--- config.mk ---
export PLATFORM = sky130hd
export DESIGN_NAME = prp_port_flat
export DESIGN_NICKNAME = d
export VERILOG_FILES = /design/src/core/prp_pkg.sv /design/src/core/prp_bus_if.sv /design/src/core/prp_port.sv /design/src/core/prp_byte_merge.sv /design/src/flat_wrapper.sv
export SDC_FILE = /design/constraint.sdc
export NUM_CORES = 1
export LEC_CHECK = 0
export ABC_CLOCK_PERIOD_IN_PS = 4200
export BUFFER_PORTS_ARGS = -buffer_cell sky130_fd_sc_hd__buf_2
export CORE_UTILIZATION = 55
export CTS_BUF_LIST = sky130_fd_sc_hd__clkbuf_16
export CTS_CLUSTER_DIAMETER = 30
export DETAILED_ROUTE_END_ITERATION = 7
export GPL_ROUTABILITY_DRIVEN = 0
export PLACE_DENSITY = 0.77
export SLEW_MARGIN = 20
export SYNTH_ARGS = -nofsm -noshare
export SYNTH_HDL_FRONTEND = slang
export SYNTH_HIERARCHICAL = 1
export SYNTH_SLANG_ARGS = --single-unit
--- constraint.sdc ---
create_clock -name clk_sys -period 4.2 [get_ports clk_sys]
set_input_delay 0.42 -clock clk_sys [delete_from_list [all_inputs] [get_ports clk_sys]]
set_output_delay 0.42 -clock clk_sys [all_outputs]
set_load 0.02 [all_outputs]
--- src/core/prp_pkg.sv ---
package prp_pkg;

  // ==========================================================
  // address window and bus shape
  localparam logic [31:0] WIN_BASE   = 32'h0000_1000;
  localparam logic [31:0] WIN_LAST   = 32'h0000_17ff;
  localparam int          DATA_W     = 32;
  localparam int          BE_W       = 4;
  localparam int          REG_IDX_W  = 9;   // 2 KiB window / 4 bytes
  localparam logic [31:0] ZERO_WORD  = 32'h0000_0000;

  // ==========================================================
  // identification registers, word indices inside the window
  localparam logic [8:0]  IDX_VENDOR   = 9'h000;
  localparam logic [8:0]  IDX_DEVICE   = 9'h001;
  localparam logic [8:0]  IDX_REVISION = 9'h002;
  localparam logic [8:0]  IDX_CLASS    = 9'h003;
  localparam logic [8:0]  IDX_HEADER   = 9'h004;
  localparam int          NUM_REGS     = 5;
  // reset values are arbitrary, not tied to any maker
  localparam logic [31:0] RST_VENDOR   = 32'h0000_1234;
  localparam logic [31:0] RST_DEVICE   = 32'h0000_5678;
  localparam logic [31:0] RST_REVISION = 32'h0000_0001;
  localparam logic [31:0] RST_CLASS    = 32'h0000_0000;
  localparam logic [31:0] RST_HEADER   = 32'h0000_0000;

  // ==========================================================
  // masters and transfer kinds
  typedef enum logic {PRP_MST_CORE, PRP_MST_ATU} prp_mst_t;
  typedef enum logic [1:0] {
    PRP_OP_READ, PRP_OP_WRITE, PRP_OP_RMW
  } prp_op_t;

  // ==========================================================
  // true when an address hits the register window
  function automatic logic prp_in_window(input logic [31:0] a);
    return (a >= WIN_BASE) && (a <= WIN_LAST);
  endfunction : prp_in_window

  // word index inside the window
  function automatic logic [8:0] prp_index(input logic [31:0] a);
    return a[10:2];
  endfunction : prp_index

endpackage : prp_pkg

--- src/core/prp_bus_if.sv ---
`timescale 1ns/1ps
// internal bus between a master and the register port
interface prp_bus_if;
  import prp_pkg::*;
  logic              req;     // request level, held until ack
  logic              we;      // write when high
  logic              lock;    // held over an atomic pair
  logic              cfg;     // configuration cycle
  logic              mst;     // 0 core, 1 translation unit
  logic              sup;     // supervisor mode, accepted either way
  logic [31:0]       addr;
  logic [3:0]        be;
  logic [31:0]       wdata;
  logic [31:0]       rdata;
  logic              ack;     // one-cycle completion pulse
  logic              fault;   // never raised by the port

  modport port (
    input  req, we, lock, cfg, mst, sup, addr, be, wdata,
    output rdata, ack, fault
  );
  modport master (
    output req, we, lock, cfg, mst, sup, addr, be, wdata,
    input  rdata, ack, fault
  );
endinterface : prp_bus_if

--- src/core/prp_port.sv ---
`timescale 1ns/1ps
// Function
// - claim window accesses from core and translation unit
// - accept read, write and read-modify-write
// - single-word transfers only, no bursts
// - reads and atomic writes use all four byte lanes; plain writes use the given byte enables
// - reads return all four bytes
// - writes update only enabled bytes
// - software writes some registers as full words
// - lock is taken from the bus but never looked at; no master is kept off the port
// - user and supervisor accesses both accepted
// - never signal an access fault
// - identification registers readable and writable
// - reserved configuration read returns zero
// - reserved configuration write is discarded
// - no plain access to reserved locations; plain ones are still acked, read as zero, and plain writes strobe the units
// - each register 32 bits, own address
// - accesses stay on chip, no external cycle
module prp_port (
  // clock and reset
  input  wire logic           clk_sys,
  input  wire logic           sys_rst,
  // internal bus
  prp_bus_if.port             bus,
  // user side: write event toward the peripheral units
  output logic                wr_stb,
  output logic [8:0]          wr_idx,
  output logic [31:0]         wr_data,
  output logic [3:0]          wr_be,
  // external bus cycle request, held low
  output logic                ext_cycle
);
  import prp_pkg::*;

  // ==========================================================
  // decode
  logic        hit;
  logic        busy;
  logic [8:0]  idx;
  logic        known;
  logic [31:0] regs [NUM_REGS];
  logic [31:0] cur_word;
  logic [31:0] merged;
  logic [2:0]  sel;

  assign hit = bus.req && prp_in_window(bus.addr) && !busy;
  assign idx = prp_index(bus.addr);

  // map a word index to storage, reserved otherwise
  always_comb begin
    known = 1'b1;
    sel   = 3'h0;
    case (idx)
      IDX_VENDOR:   sel = 3'h0;
      IDX_DEVICE:   sel = 3'h1;
      IDX_REVISION: sel = 3'h2;
      IDX_CLASS:    sel = 3'h3;
      IDX_HEADER:   sel = 3'h4;
      default:      known = 1'b0;
    endcase
  end

  assign cur_word = known ? regs[sel] : ZERO_WORD;

  prp_byte_merge u_merge (
    .old_word (cur_word),
    .new_word (bus.wdata),
    .be       (bus.be),
    .merged   (merged)
  );

  // ==========================================================
  // handshake: one ack per request; busy blocks a second ack while
  // the master drops its request level
  always_ff @(posedge clk_sys) begin
    if (sys_rst) begin
      bus.ack <= 1'b0;
      busy    <= 1'b0;
    end else begin
      bus.ack <= hit;
      busy    <= hit || (busy && bus.req && !bus.ack);
    end
  end

  // read data: whole word always, reserved reads zero
  always_ff @(posedge clk_sys) begin
    if (sys_rst) begin
      bus.rdata <= ZERO_WORD;
    end else if (hit && !bus.we) begin
      bus.rdata <= cur_word;
    end
  end

  // identification storage, writable from the internal bus; the
  // privilege bit is not looked at on purpose
  always_ff @(posedge clk_sys) begin
    if (sys_rst) begin
      regs[0] <= RST_VENDOR;
      regs[1] <= RST_DEVICE;
      regs[2] <= RST_REVISION;
      regs[3] <= RST_CLASS;
      regs[4] <= RST_HEADER;
    end else if (hit && bus.we && known) begin
      regs[sel] <= merged;
    end
  end

  // write event to units; reserved configuration writes dropped
  always_ff @(posedge clk_sys) begin
    if (sys_rst) begin
      wr_stb  <= 1'b0;
      wr_idx  <= 9'h000;
      wr_data <= ZERO_WORD;
      wr_be   <= 4'h0;
    end else begin
      wr_stb <= hit && bus.we && !(bus.cfg && !known);
      if (hit && bus.we) begin
        wr_idx  <= idx;
        wr_data <= bus.wdata;
        wr_be   <= bus.be;
      end
    end
  end

  // no fault and no external cycle ever
  always_ff @(posedge clk_sys) begin
    if (sys_rst) begin
      bus.fault <= 1'b0;
      ext_cycle <= 1'b0;
    end else begin
      bus.fault <= 1'b0;
      ext_cycle <= 1'b0;
    end
  end
endmodule : prp_port

--- src/core/prp_byte_merge.sv ---
`timescale 1ns/1ps
// merges enabled bytes of new write data into an old word
module prp_byte_merge (
  // operands
  input  wire logic [31:0] old_word,
  input  wire logic [31:0] new_word,
  input  wire logic [3:0]  be,
  // merged result
  output logic      [31:0] merged
);
  import prp_pkg::*;

  // per-lane select, lanes with be low keep their old value
  always_comb begin
    for (int i = 0; i < BE_W; i++) begin
      merged[i*8 +: 8] = be[i] ? new_word[i*8 +: 8] : old_word[i*8 +: 8];
    end
  end
endmodule : prp_byte_merge

--- src/flat_wrapper.sv ---
// flat-port wrapper written by rule: the top's interface ports become plain ports
module prp_port_flat import prp_pkg::*;
  (clk_sys, sys_rst, wr_stb, wr_idx, wr_data, wr_be, ext_cycle, bus_req, bus_we, bus_lock, bus_cfg, bus_mst, bus_sup, bus_addr, bus_be, bus_wdata, bus_rdata, bus_ack, bus_fault);
  prp_bus_if bus_i ();
  input  wire logic clk_sys;
  input  wire logic sys_rst;
  output logic wr_stb;
  output logic [8:0] wr_idx;
  output logic [31:0] wr_data;
  output logic [3:0] wr_be;
  output logic ext_cycle;
  input wire logic [$bits(bus_i.req)-1:0] bus_req;
  input wire logic [$bits(bus_i.we)-1:0] bus_we;
  input wire logic [$bits(bus_i.lock)-1:0] bus_lock;
  input wire logic [$bits(bus_i.cfg)-1:0] bus_cfg;
  input wire logic [$bits(bus_i.mst)-1:0] bus_mst;
  input wire logic [$bits(bus_i.sup)-1:0] bus_sup;
  input wire logic [$bits(bus_i.addr)-1:0] bus_addr;
  input wire logic [$bits(bus_i.be)-1:0] bus_be;
  input wire logic [$bits(bus_i.wdata)-1:0] bus_wdata;
  output wire logic [$bits(bus_i.rdata)-1:0] bus_rdata;
  output wire logic [$bits(bus_i.ack)-1:0] bus_ack;
  output wire logic [$bits(bus_i.fault)-1:0] bus_fault;
  assign bus_i.req = bus_req;
  assign bus_i.we = bus_we;
  assign bus_i.lock = bus_lock;
  assign bus_i.cfg = bus_cfg;
  assign bus_i.mst = bus_mst;
  assign bus_i.sup = bus_sup;
  assign bus_i.addr = bus_addr;
  assign bus_i.be = bus_be;
  assign bus_i.wdata = bus_wdata;
  assign bus_rdata = bus_i.rdata;
  assign bus_ack = bus_i.ack;
  assign bus_fault = bus_i.fault;
  prp_port u_core (.clk_sys(clk_sys), .sys_rst(sys_rst), .bus(bus_i), .wr_stb(wr_stb), .wr_idx(wr_idx), .wr_data(wr_data), .wr_be(wr_be), .ext_cycle(ext_cycle));
endmodule
==> results of run 1 <==
[worst min-delay path by stage]
stage	startpoint	to	slack (ps)
global route	bus_cfg	u_core/wr_stb	100
detailed placement	u_core/bus.rdata[10]	u_core/bus.rdata[10]	440
CTS	bus_cfg	u_core/wr_stb	80
floorplan	u_core/busy	u_core/busy	470
global placement	u_core/bus.rdata[25]	u_core/bus.rdata[25]	440
finish	bus_cfg	u_core/wr_stb	90
[flip-flops by register name, summed over array words and instances, names as in the netlist]
signal            cells
u_core/wr_stb         1
u_core/busy           1
u_core/bus.ack        1
u_core/bus.rdata     32
u_core/wr_data       32
u_core/regs         160
u_core/wr_be          4
u_core/wr_idx         9
[logic make-up (layout without fill, tap and decap cells)]
| family | after synthesis | count (layout) | synth area share, % |
|---|---|---|---|
| other | 1 | 2 | 0.03544 |
| buffers and inverters | 78 | 254 | 3.382 |
| AND/OR/NAND/NOR | 416 | 416 | 16.20 |
| AO/OA/AOI/OAI | 151 | 151 | 8.562 |
| multiplexers | 96 | 96 | 11.27 |
| flip-flops | 240 | 240 | 60.55 |
[area by class of cell]
class | instances | area, um^2 | share of cell area [%]
repair buffers | 173 | 963.4 | 7.361
clock inverters | 35 | 455.4 | 3.480
well taps | 234 | 292.8 | 2.237
inverters | 3 | 11.26 | 0.08604
multi-input cells | 665 | 3882 | 29.67
clock buffers | 43 | 1076 | 8.222
flip-flops and latches | 240 | 6406 | 48.95
[power by group]
group | internal (W) | switching (W)
sequential | 0.00260 | 0.0000219
combinational | 0.000130 | 0.000192
clock | 0.00253 | 0.00114
[stage by stage]
step	hold WS, ps	total power [W]	setup WS (ps)
global route	99.95	0.006780	1403
finish	93.71	0.006611	1563
global placement	436.7	0.002963	1271
CTS	78.57	0.006636	1562
floorplan	470.7	0.002858	692.5
detailed placement	441.3	0.002974	1207
[metal layers]
| layer | routed length (um) | global-route usage [%] |
|---|---|---|
| met1 | 10960 | 34.74 |
| met2 | 14200 | 49.96 |
| met3 | 2400 | 5.639 |
| met4 | 862 | 13.33 |
| met5 | 0 | 0 |
[cell usage in the layout (no fill, tap or decap), types with 3 or more instances in the layout]
cell type and instances:
dfxtp_1 80, clkinv_1 4, clkinvlp_4 5, mux2_4 32
nand2_1 210, a21oi_1 76, nand3_1 6, mux2_2 57
clkbuf_16 43, nand2b_1 5, o21ai_0 4, buf_2 149
clkinv_2 9, buf_4 21, a211oi_1 29, or3_1 14
edfxtp_1 160, o22ai_1 29, nor2_1 157, mux2i_1 7
bufinv_16 11, o21bai_4 3, buf_12 3, inv_1 8
==> metrics.cfg, run 1 <==
[cts]
holdBufCountCts = 0
clk_pin_slew_worst_paths_ps = 50
cts_setup_buffers = 0
cts_tree = built
root_buffer = clkbuf_16
cts_buffers = 43
clk_latency_ps = 510
ctsHtreeMaxLevel = 2
ctsResizeCount = 0
cts_buffer_depth = 3
cts_sinks = 240

[timing]
fin_skew_ps = 11.48
tightestPinTransition_ps = 1057
fmax_mhz = 379.3
finalSetupViolCount = 0
rsz0062_at_grt = no
tns_ps = 0
slew_viol_final = 0
hold_viol = 0
max_slew_margin_pct = 29.43
finalCriticalPeriod_ps = 2637
finalCritPeriodShare_pct = 62.78

[detailed_routing]
num_vias = 8160
detail_route.wl_per_cell_um = 20.40
drt_pass1_iterations = 5
finalWirelength_um = 28420
drc_errors = 0
avgViaCountPerCell = 5.858
antenna_left = 0
drt_iter0_markers = 670

[placed_design]
hpwlAfterDp_um = 16000
place_inst = 1315
port_buffers = 149
placed_area_um2 = 11560

[setup_path]
cp.required_ps = 4410
crit_type = flip-flop to flip-flop
reg2reg_from = u_core/busy
critPathMaxFanout = 19
reg2regPathDepth = 6
cp-start-kind = flip-flop
critPathBufInv = 1
r2r-end = u_core/regs[0][31]
arrival_ps = 2840
reg2reg_slack_ps = 1560
crit_path_cell_trace = nor4_2 -> nand4_1 -> nor3_4 -> nand3_1 -> o21bai_4 -> buf_4
crit_family = simple AND/OR/NAND/NOR gates
cp-end-kind = flip-flop
endpoint = u_core/regs[0][31]
critPathMaxStageDelay_ps = 650
critPathLaunch = u_core/busy
crit_slowest_cell = o21bai_4
cp.depth = 6

[synth]
synth.area.top_cells = edfxtp_1, dfxtp_1, nand2_1
yosysWarnings = 6
synth_top_area_share_pct = 45.41
yosysTopAreaCell = edfxtp_1
ys_ff_latch = 240
synth_ff_type = edfxtp_1
syn_area_per_cell_um2 = 10.77
syn_area_um2 = 10580
syn_inst = 982
synthArstFlopShare_pct = 0
synth_edf_count = 160
yosysSeqAreaShare_pct = 60.55
ys_top_cells_by_count = nand2_1, edfxtp_1, nor2_1
ys_types = 44
synthMostInstantiatedCell = nand2_1

[global_routing]
grt_pass1_vias = 8204
grt_pass1_wl_um = 43500
antenna_found_initial = 0
grt_overflow_total = 0
grt_max_degree = 79
grt_usage_pct = 28.82

[floorplan]
die_h_um = 140.7
ios = 157
fp.dieW_um = 140.7
fp.coreArea_um2 = 18770
rows = 50
start_util_pct = 56.37
die_area_um2 = 19800

[cells_and_area]
drive_above_1_share_pct = 30.03
area.growth.synth_to_final_pct = 23.70
nFillCells = 1337
final_core_util_pct = 69.73
stdcell_count = 1393
fin_nets = 1202
insertedDiodeCount = 0
final_cell_area_um2 = 13090

[hold_path]
hold_class = primary input to flip-flop
min_path_cells = 2

[outcome]
status = completed

[job]
cap_violations = 0

[pwr]
power.leakage_nw = 4.793
ir_worst_vdd_mv = 0.3006
powerDensity_nw_per_um2 = 505.1

No activity file was read; power rests on OpenSTA's default activity.
==> run 2: changes to the inputs <==
--- a/config.mk
+++ b/config.mk
@@ -5,14 +5,15 @@
 export SDC_FILE = /design/constraint.sdc
 export NUM_CORES = 1
 export LEC_CHECK = 0
-export ABC_CLOCK_PERIOD_IN_PS = 4200
+export ABC_AREA = 1
+export ABC_CLOCK_PERIOD_IN_PS = 2100
 export BUFFER_PORTS_ARGS = -buffer_cell sky130_fd_sc_hd__buf_2
-export CORE_UTILIZATION = 55
+export CORE_UTILIZATION = 52
 export CTS_BUF_LIST = sky130_fd_sc_hd__clkbuf_16
 export CTS_CLUSTER_DIAMETER = 30
 export DETAILED_ROUTE_END_ITERATION = 7
 export GPL_ROUTABILITY_DRIVEN = 0
-export PLACE_DENSITY = 0.77
+export PLACE_DENSITY = 0.76
 export SLEW_MARGIN = 20
 export SYNTH_ARGS = -nofsm -noshare
 export SYNTH_HDL_FRONTEND = slang
==> constraint.sdc (replaced) <==
create_clock -name clk_sys -period 2.1 [get_ports clk_sys]
set_input_delay 0.21 -clock clk_sys [delete_from_list [all_inputs] [get_ports clk_sys]]
set_output_delay 0.21 -clock clk_sys [all_outputs]
set_load 0.02 [all_outputs]
==> run 2 against run 1 <==
Synthesized cell count up 36%; total power up 120%; first-iteration DRC count up 38%; non-clock buffer count up 114; highest routed layer unchanged; cell count up 42%; die area up 21%; via count up 32%; critical endpoint is now u_core/regs[2][1]; register-to-register slack worse by 1400 ps; sequential power up 130%.
==> metrics.cfg, run 2 <==
[outcome]
status = completed

[detailed_routing]
avgViaCountPerCell = 5.424  ; -7.4%
finalWirelength_um = 34540  ; +22%
drc_errors = 0  ; unchanged
drt_iter0_markers = 924  ; +38%
detail_route.wl_per_cell_um = 17.45  ; -14%
drt_pass1_iterations = 7  ; +2
num_vias = 10735  ; +32%
antenna_left = 0  ; unchanged

[floorplan]
start_util_pct = 53.23  ; -3.1 points
die_h_um = 154.7  ; +10%
die_area_um2 = 23930  ; +21%
fp.dieW_um = 154.7  ; +10%
fp.coreArea_um2 = 22780  ; +21%
rows = 55  ; +10%
ios = 157  ; unchanged

[synth]
yosysSeqAreaShare_pct = 60.76  ; +0.21 points
synthMostInstantiatedCell = nor2_1
synthArstFlopShare_pct = 0  ; unchanged
synth.area.top_cells = edfxtp_1, dfxtp_1, nor2_1
synth_ff_type = edfxtp_1
ys_ff_latch = 272  ; +13%
syn_area_um2 = 12120  ; +15%
synth_top_area_share_pct = 47.55  ; +2.1 points
syn_inst = 1335  ; +36%
syn_area_per_cell_um2 = 9.082  ; -16%
yosysTopAreaCell = edfxtp_1
ys_types = 26  ; -41%
yosysWarnings = 6  ; unchanged
synth_edf_count = 192  ; +20%
ys_top_cells_by_count = nor2_1, edfxtp_1, nand2_1

[global_routing]
grt_pass1_wl_um = 53830  ; +24%
grt_usage_pct = 29.13  ; +0.31 points
grt_max_degree = 51  ; -35%
grt_pass1_vias = 10694  ; +30%
grt_overflow_total = 0  ; unchanged
antenna_found_initial = 0  ; unchanged

[timing]
rsz0062_at_grt = no
layout_setup_ws_ps = 114.6  ; -1449 ps
fmax_mhz = 503.7  ; +33%
tns_ps = 0  ; unchanged
fin_skew_ps = 14.35  ; +2.872 ps
finalCritPeriodShare_pct = 94.54  ; +32 points
slew_viol_final = 0  ; unchanged
tightestPinTransition_ps = 543.8  ; -513.5 ps
whs_ps = 35.97  ; -57.74 ps
finalSetupViolCount = 0  ; unchanged
hold_viol = 0  ; unchanged
finalCriticalPeriod_ps = 1985  ; -651.3 ps
max_slew_margin_pct = 63.75  ; +34 points

[pwr]
ir_worst_vdd_mv = 0.5850  ; +95%
power_switching_w = 0.003281  ; +140%
clkPwrFrac_pct = 55.0  ; -0.5 points
p_int_w = 0.01149  ; +120%
total_power_w = 0.01477  ; +120%
swShare_pct = 22.21  ; +1.7 points
p_seq_share_pct = 40.5  ; +0.9 points
power.leakage_nw = 7.076  ; +48%
combPwrFrac_pct = 4.4  ; -0.5 points
powerDensity_nw_per_um2 = 909.6  ; +80%

[cells_and_area]
final_core_util_pct = 71.30  ; +1.6 points
largest_register_ffs = 192  ; +20%
top_regs = u_core/regs x192, u_core/bus.rdata x32, u_core/wr_data x32
final_common_cell = nor2_1
insertedDiodeCount = 0  ; unchanged
top_register = u_core/regs
fin_nets = 1698  ; +41%
most-common-layout-cells = nor2_1, edfxtp_1, nand2_1
area.growth.synth_to_final_pct = 33.95
drive_above_1_share_pct = 22.09  ; -7.9 points

[setup_path]
r2r-end = u_core/regs[2][1]
crit_type = flip-flop to flip-flop
crit_slowest_cell = dfxtp_1
cp_common_cell = nand3_2
arrival_ps = 2230  ; -610 ps
critPathMaxStageDelay_ps = 320  ; -330 ps
critPathMaxFanout = 17  ; -2
cp-end-kind = flip-flop
reg2regPathDepth = 8  ; +2
reg2reg_from = u_core/busy
cp.required_ps = 2340  ; -2070 ps
crit_path_cell_trace = nor3_2 -> nand3_2 -> nor2_1 -> nand2_2 -> nor2_8 -> nand3_2 -> nand2_4 -> buf_12
cp-start-kind = flip-flop
reg2reg_slack_ps = 110  ; -1450 ps

[cts]
cts_setup_buffers = 0  ; unchanged
cts_buffer_depth = 3  ; unchanged
cts_buffers = 52  ; +21%
clk_pin_slew_worst_paths_ps = 50  ; about the same
cts_tree = built
clk_latency_ps = 550  ; +40 ps
ctsHtreeMaxLevel = 2  ; unchanged
cts_sinks = 272  ; +13%
root_buffer = clkbuf_16

[placed_design]
hpwlAfterDp_um = 21410  ; +34%
place_worst_setup_slack_ps = -268.0  ; -1475 ps
port_buffers = 149  ; unchanged

[hold_path]
min_to = u_core/wr_idx[2]
min_path_cells = 3  ; +1
min-delay-start = bus_addr[4]
hold_class = primary input to flip-flop

[job]
cap_violations = 0  ; unchanged

run 2: changes by cell type after synthesis, moves of 37 or more:
cell / previous run / this run
inv_1: 2 / 100
nand2_1: 210 / 159
a21oi_1: 76 / 39
nor2_1: 159 / 333
o21bai_1: 7 / 62
o21ai_0: 4 / 119
mux2_2: 57 / 0
nand3_1: 7 / 66
nor3_1: 2 / 40
run 2: cell families after synthesis:
family,synth area share (%)
other,0.03093
AOI/OAI and AO/OA,11.23
buffers and inverters,6.677
and+or+nand+nor,21.30
DFF,60.76
run 2: worst max-delay path by stage:
stage	start	to	cells after the start
CTS	u_core/busy	u_core/regs[4][5]	8
detailed placement	bus_addr[6]	u_core/regs[0][29]	14
floorplan	bus_addr[6]	u_core/regs[1][0]	12
global route	bus_addr[3]	u_core/regs[2][0]	14
global placement	bus_addr[6]	u_core/regs[4][1]	13
finish	u_core/busy	u_core/regs[2][1]	8
run 2: area by class of cell:
type / instances / area (um^2)
Clock buffer: 54 / 1351
Clock inverter: 44 / 409.1
Fill cell: 1569 / 6538
Inverter: 111 / 416.7
Multi-Input combinational cell: 898 / 4154
Sequential cell: 272 / 7367
Tap cell: 313 / 391.6
Timing Repair Buffer: 287 / 2151
run 2: stage by stage:
stage,area [um^2],instances
after floorplan,12290,1368
after global placement,14050,1840
after detailed placement,14050,1840
after CTS,16220,1979
after global routing,16240,1979
final,16240,1979
run 2: worst max-delay path, delay by kind of cell (launching register included):
family	cells	cell delay [ps]
buffers and inverters	1	180
flip-flops	1	320
AND/OR/NAND/NOR	7	1160
run 2: timing repair:
item	CTS	global route
gates resized for setup	0	4
hold buffers	41	0
setup endpoints to repair	0	136
endpoints found under the hold margin	52	0
run 2: layer usage:
layer | up-vias | part of all wire (%) | global-route usage, % | routed length [um]
li1 | 5005 | - | - | -
met1 | 5090 | 39 | 35.99 | 13380
met2 | 559 | 50 | 51.22 | 17220
met3 | 81 | 8.8 | 4.959 | 3045
met4 | 0 | 2.6 | 10.80 | 889
met5 | - | 0 | 0 | 0
run 2: power groups by stage:
stage | logic, W | registers, W | clock network (W)
after floorplan | 0.000304 | 0.00607 | 0
after global placement | 0.000558 | 0.00608 | 0
after detailed placement | 0.000574 | 0.00609 | 0
after CTS | 0.000636 | 0.00599 | 0.00819
after global routing | 0.000703 | 0.00600 | 0.00845
final | 0.000653 | 0.00599 | 0.00813
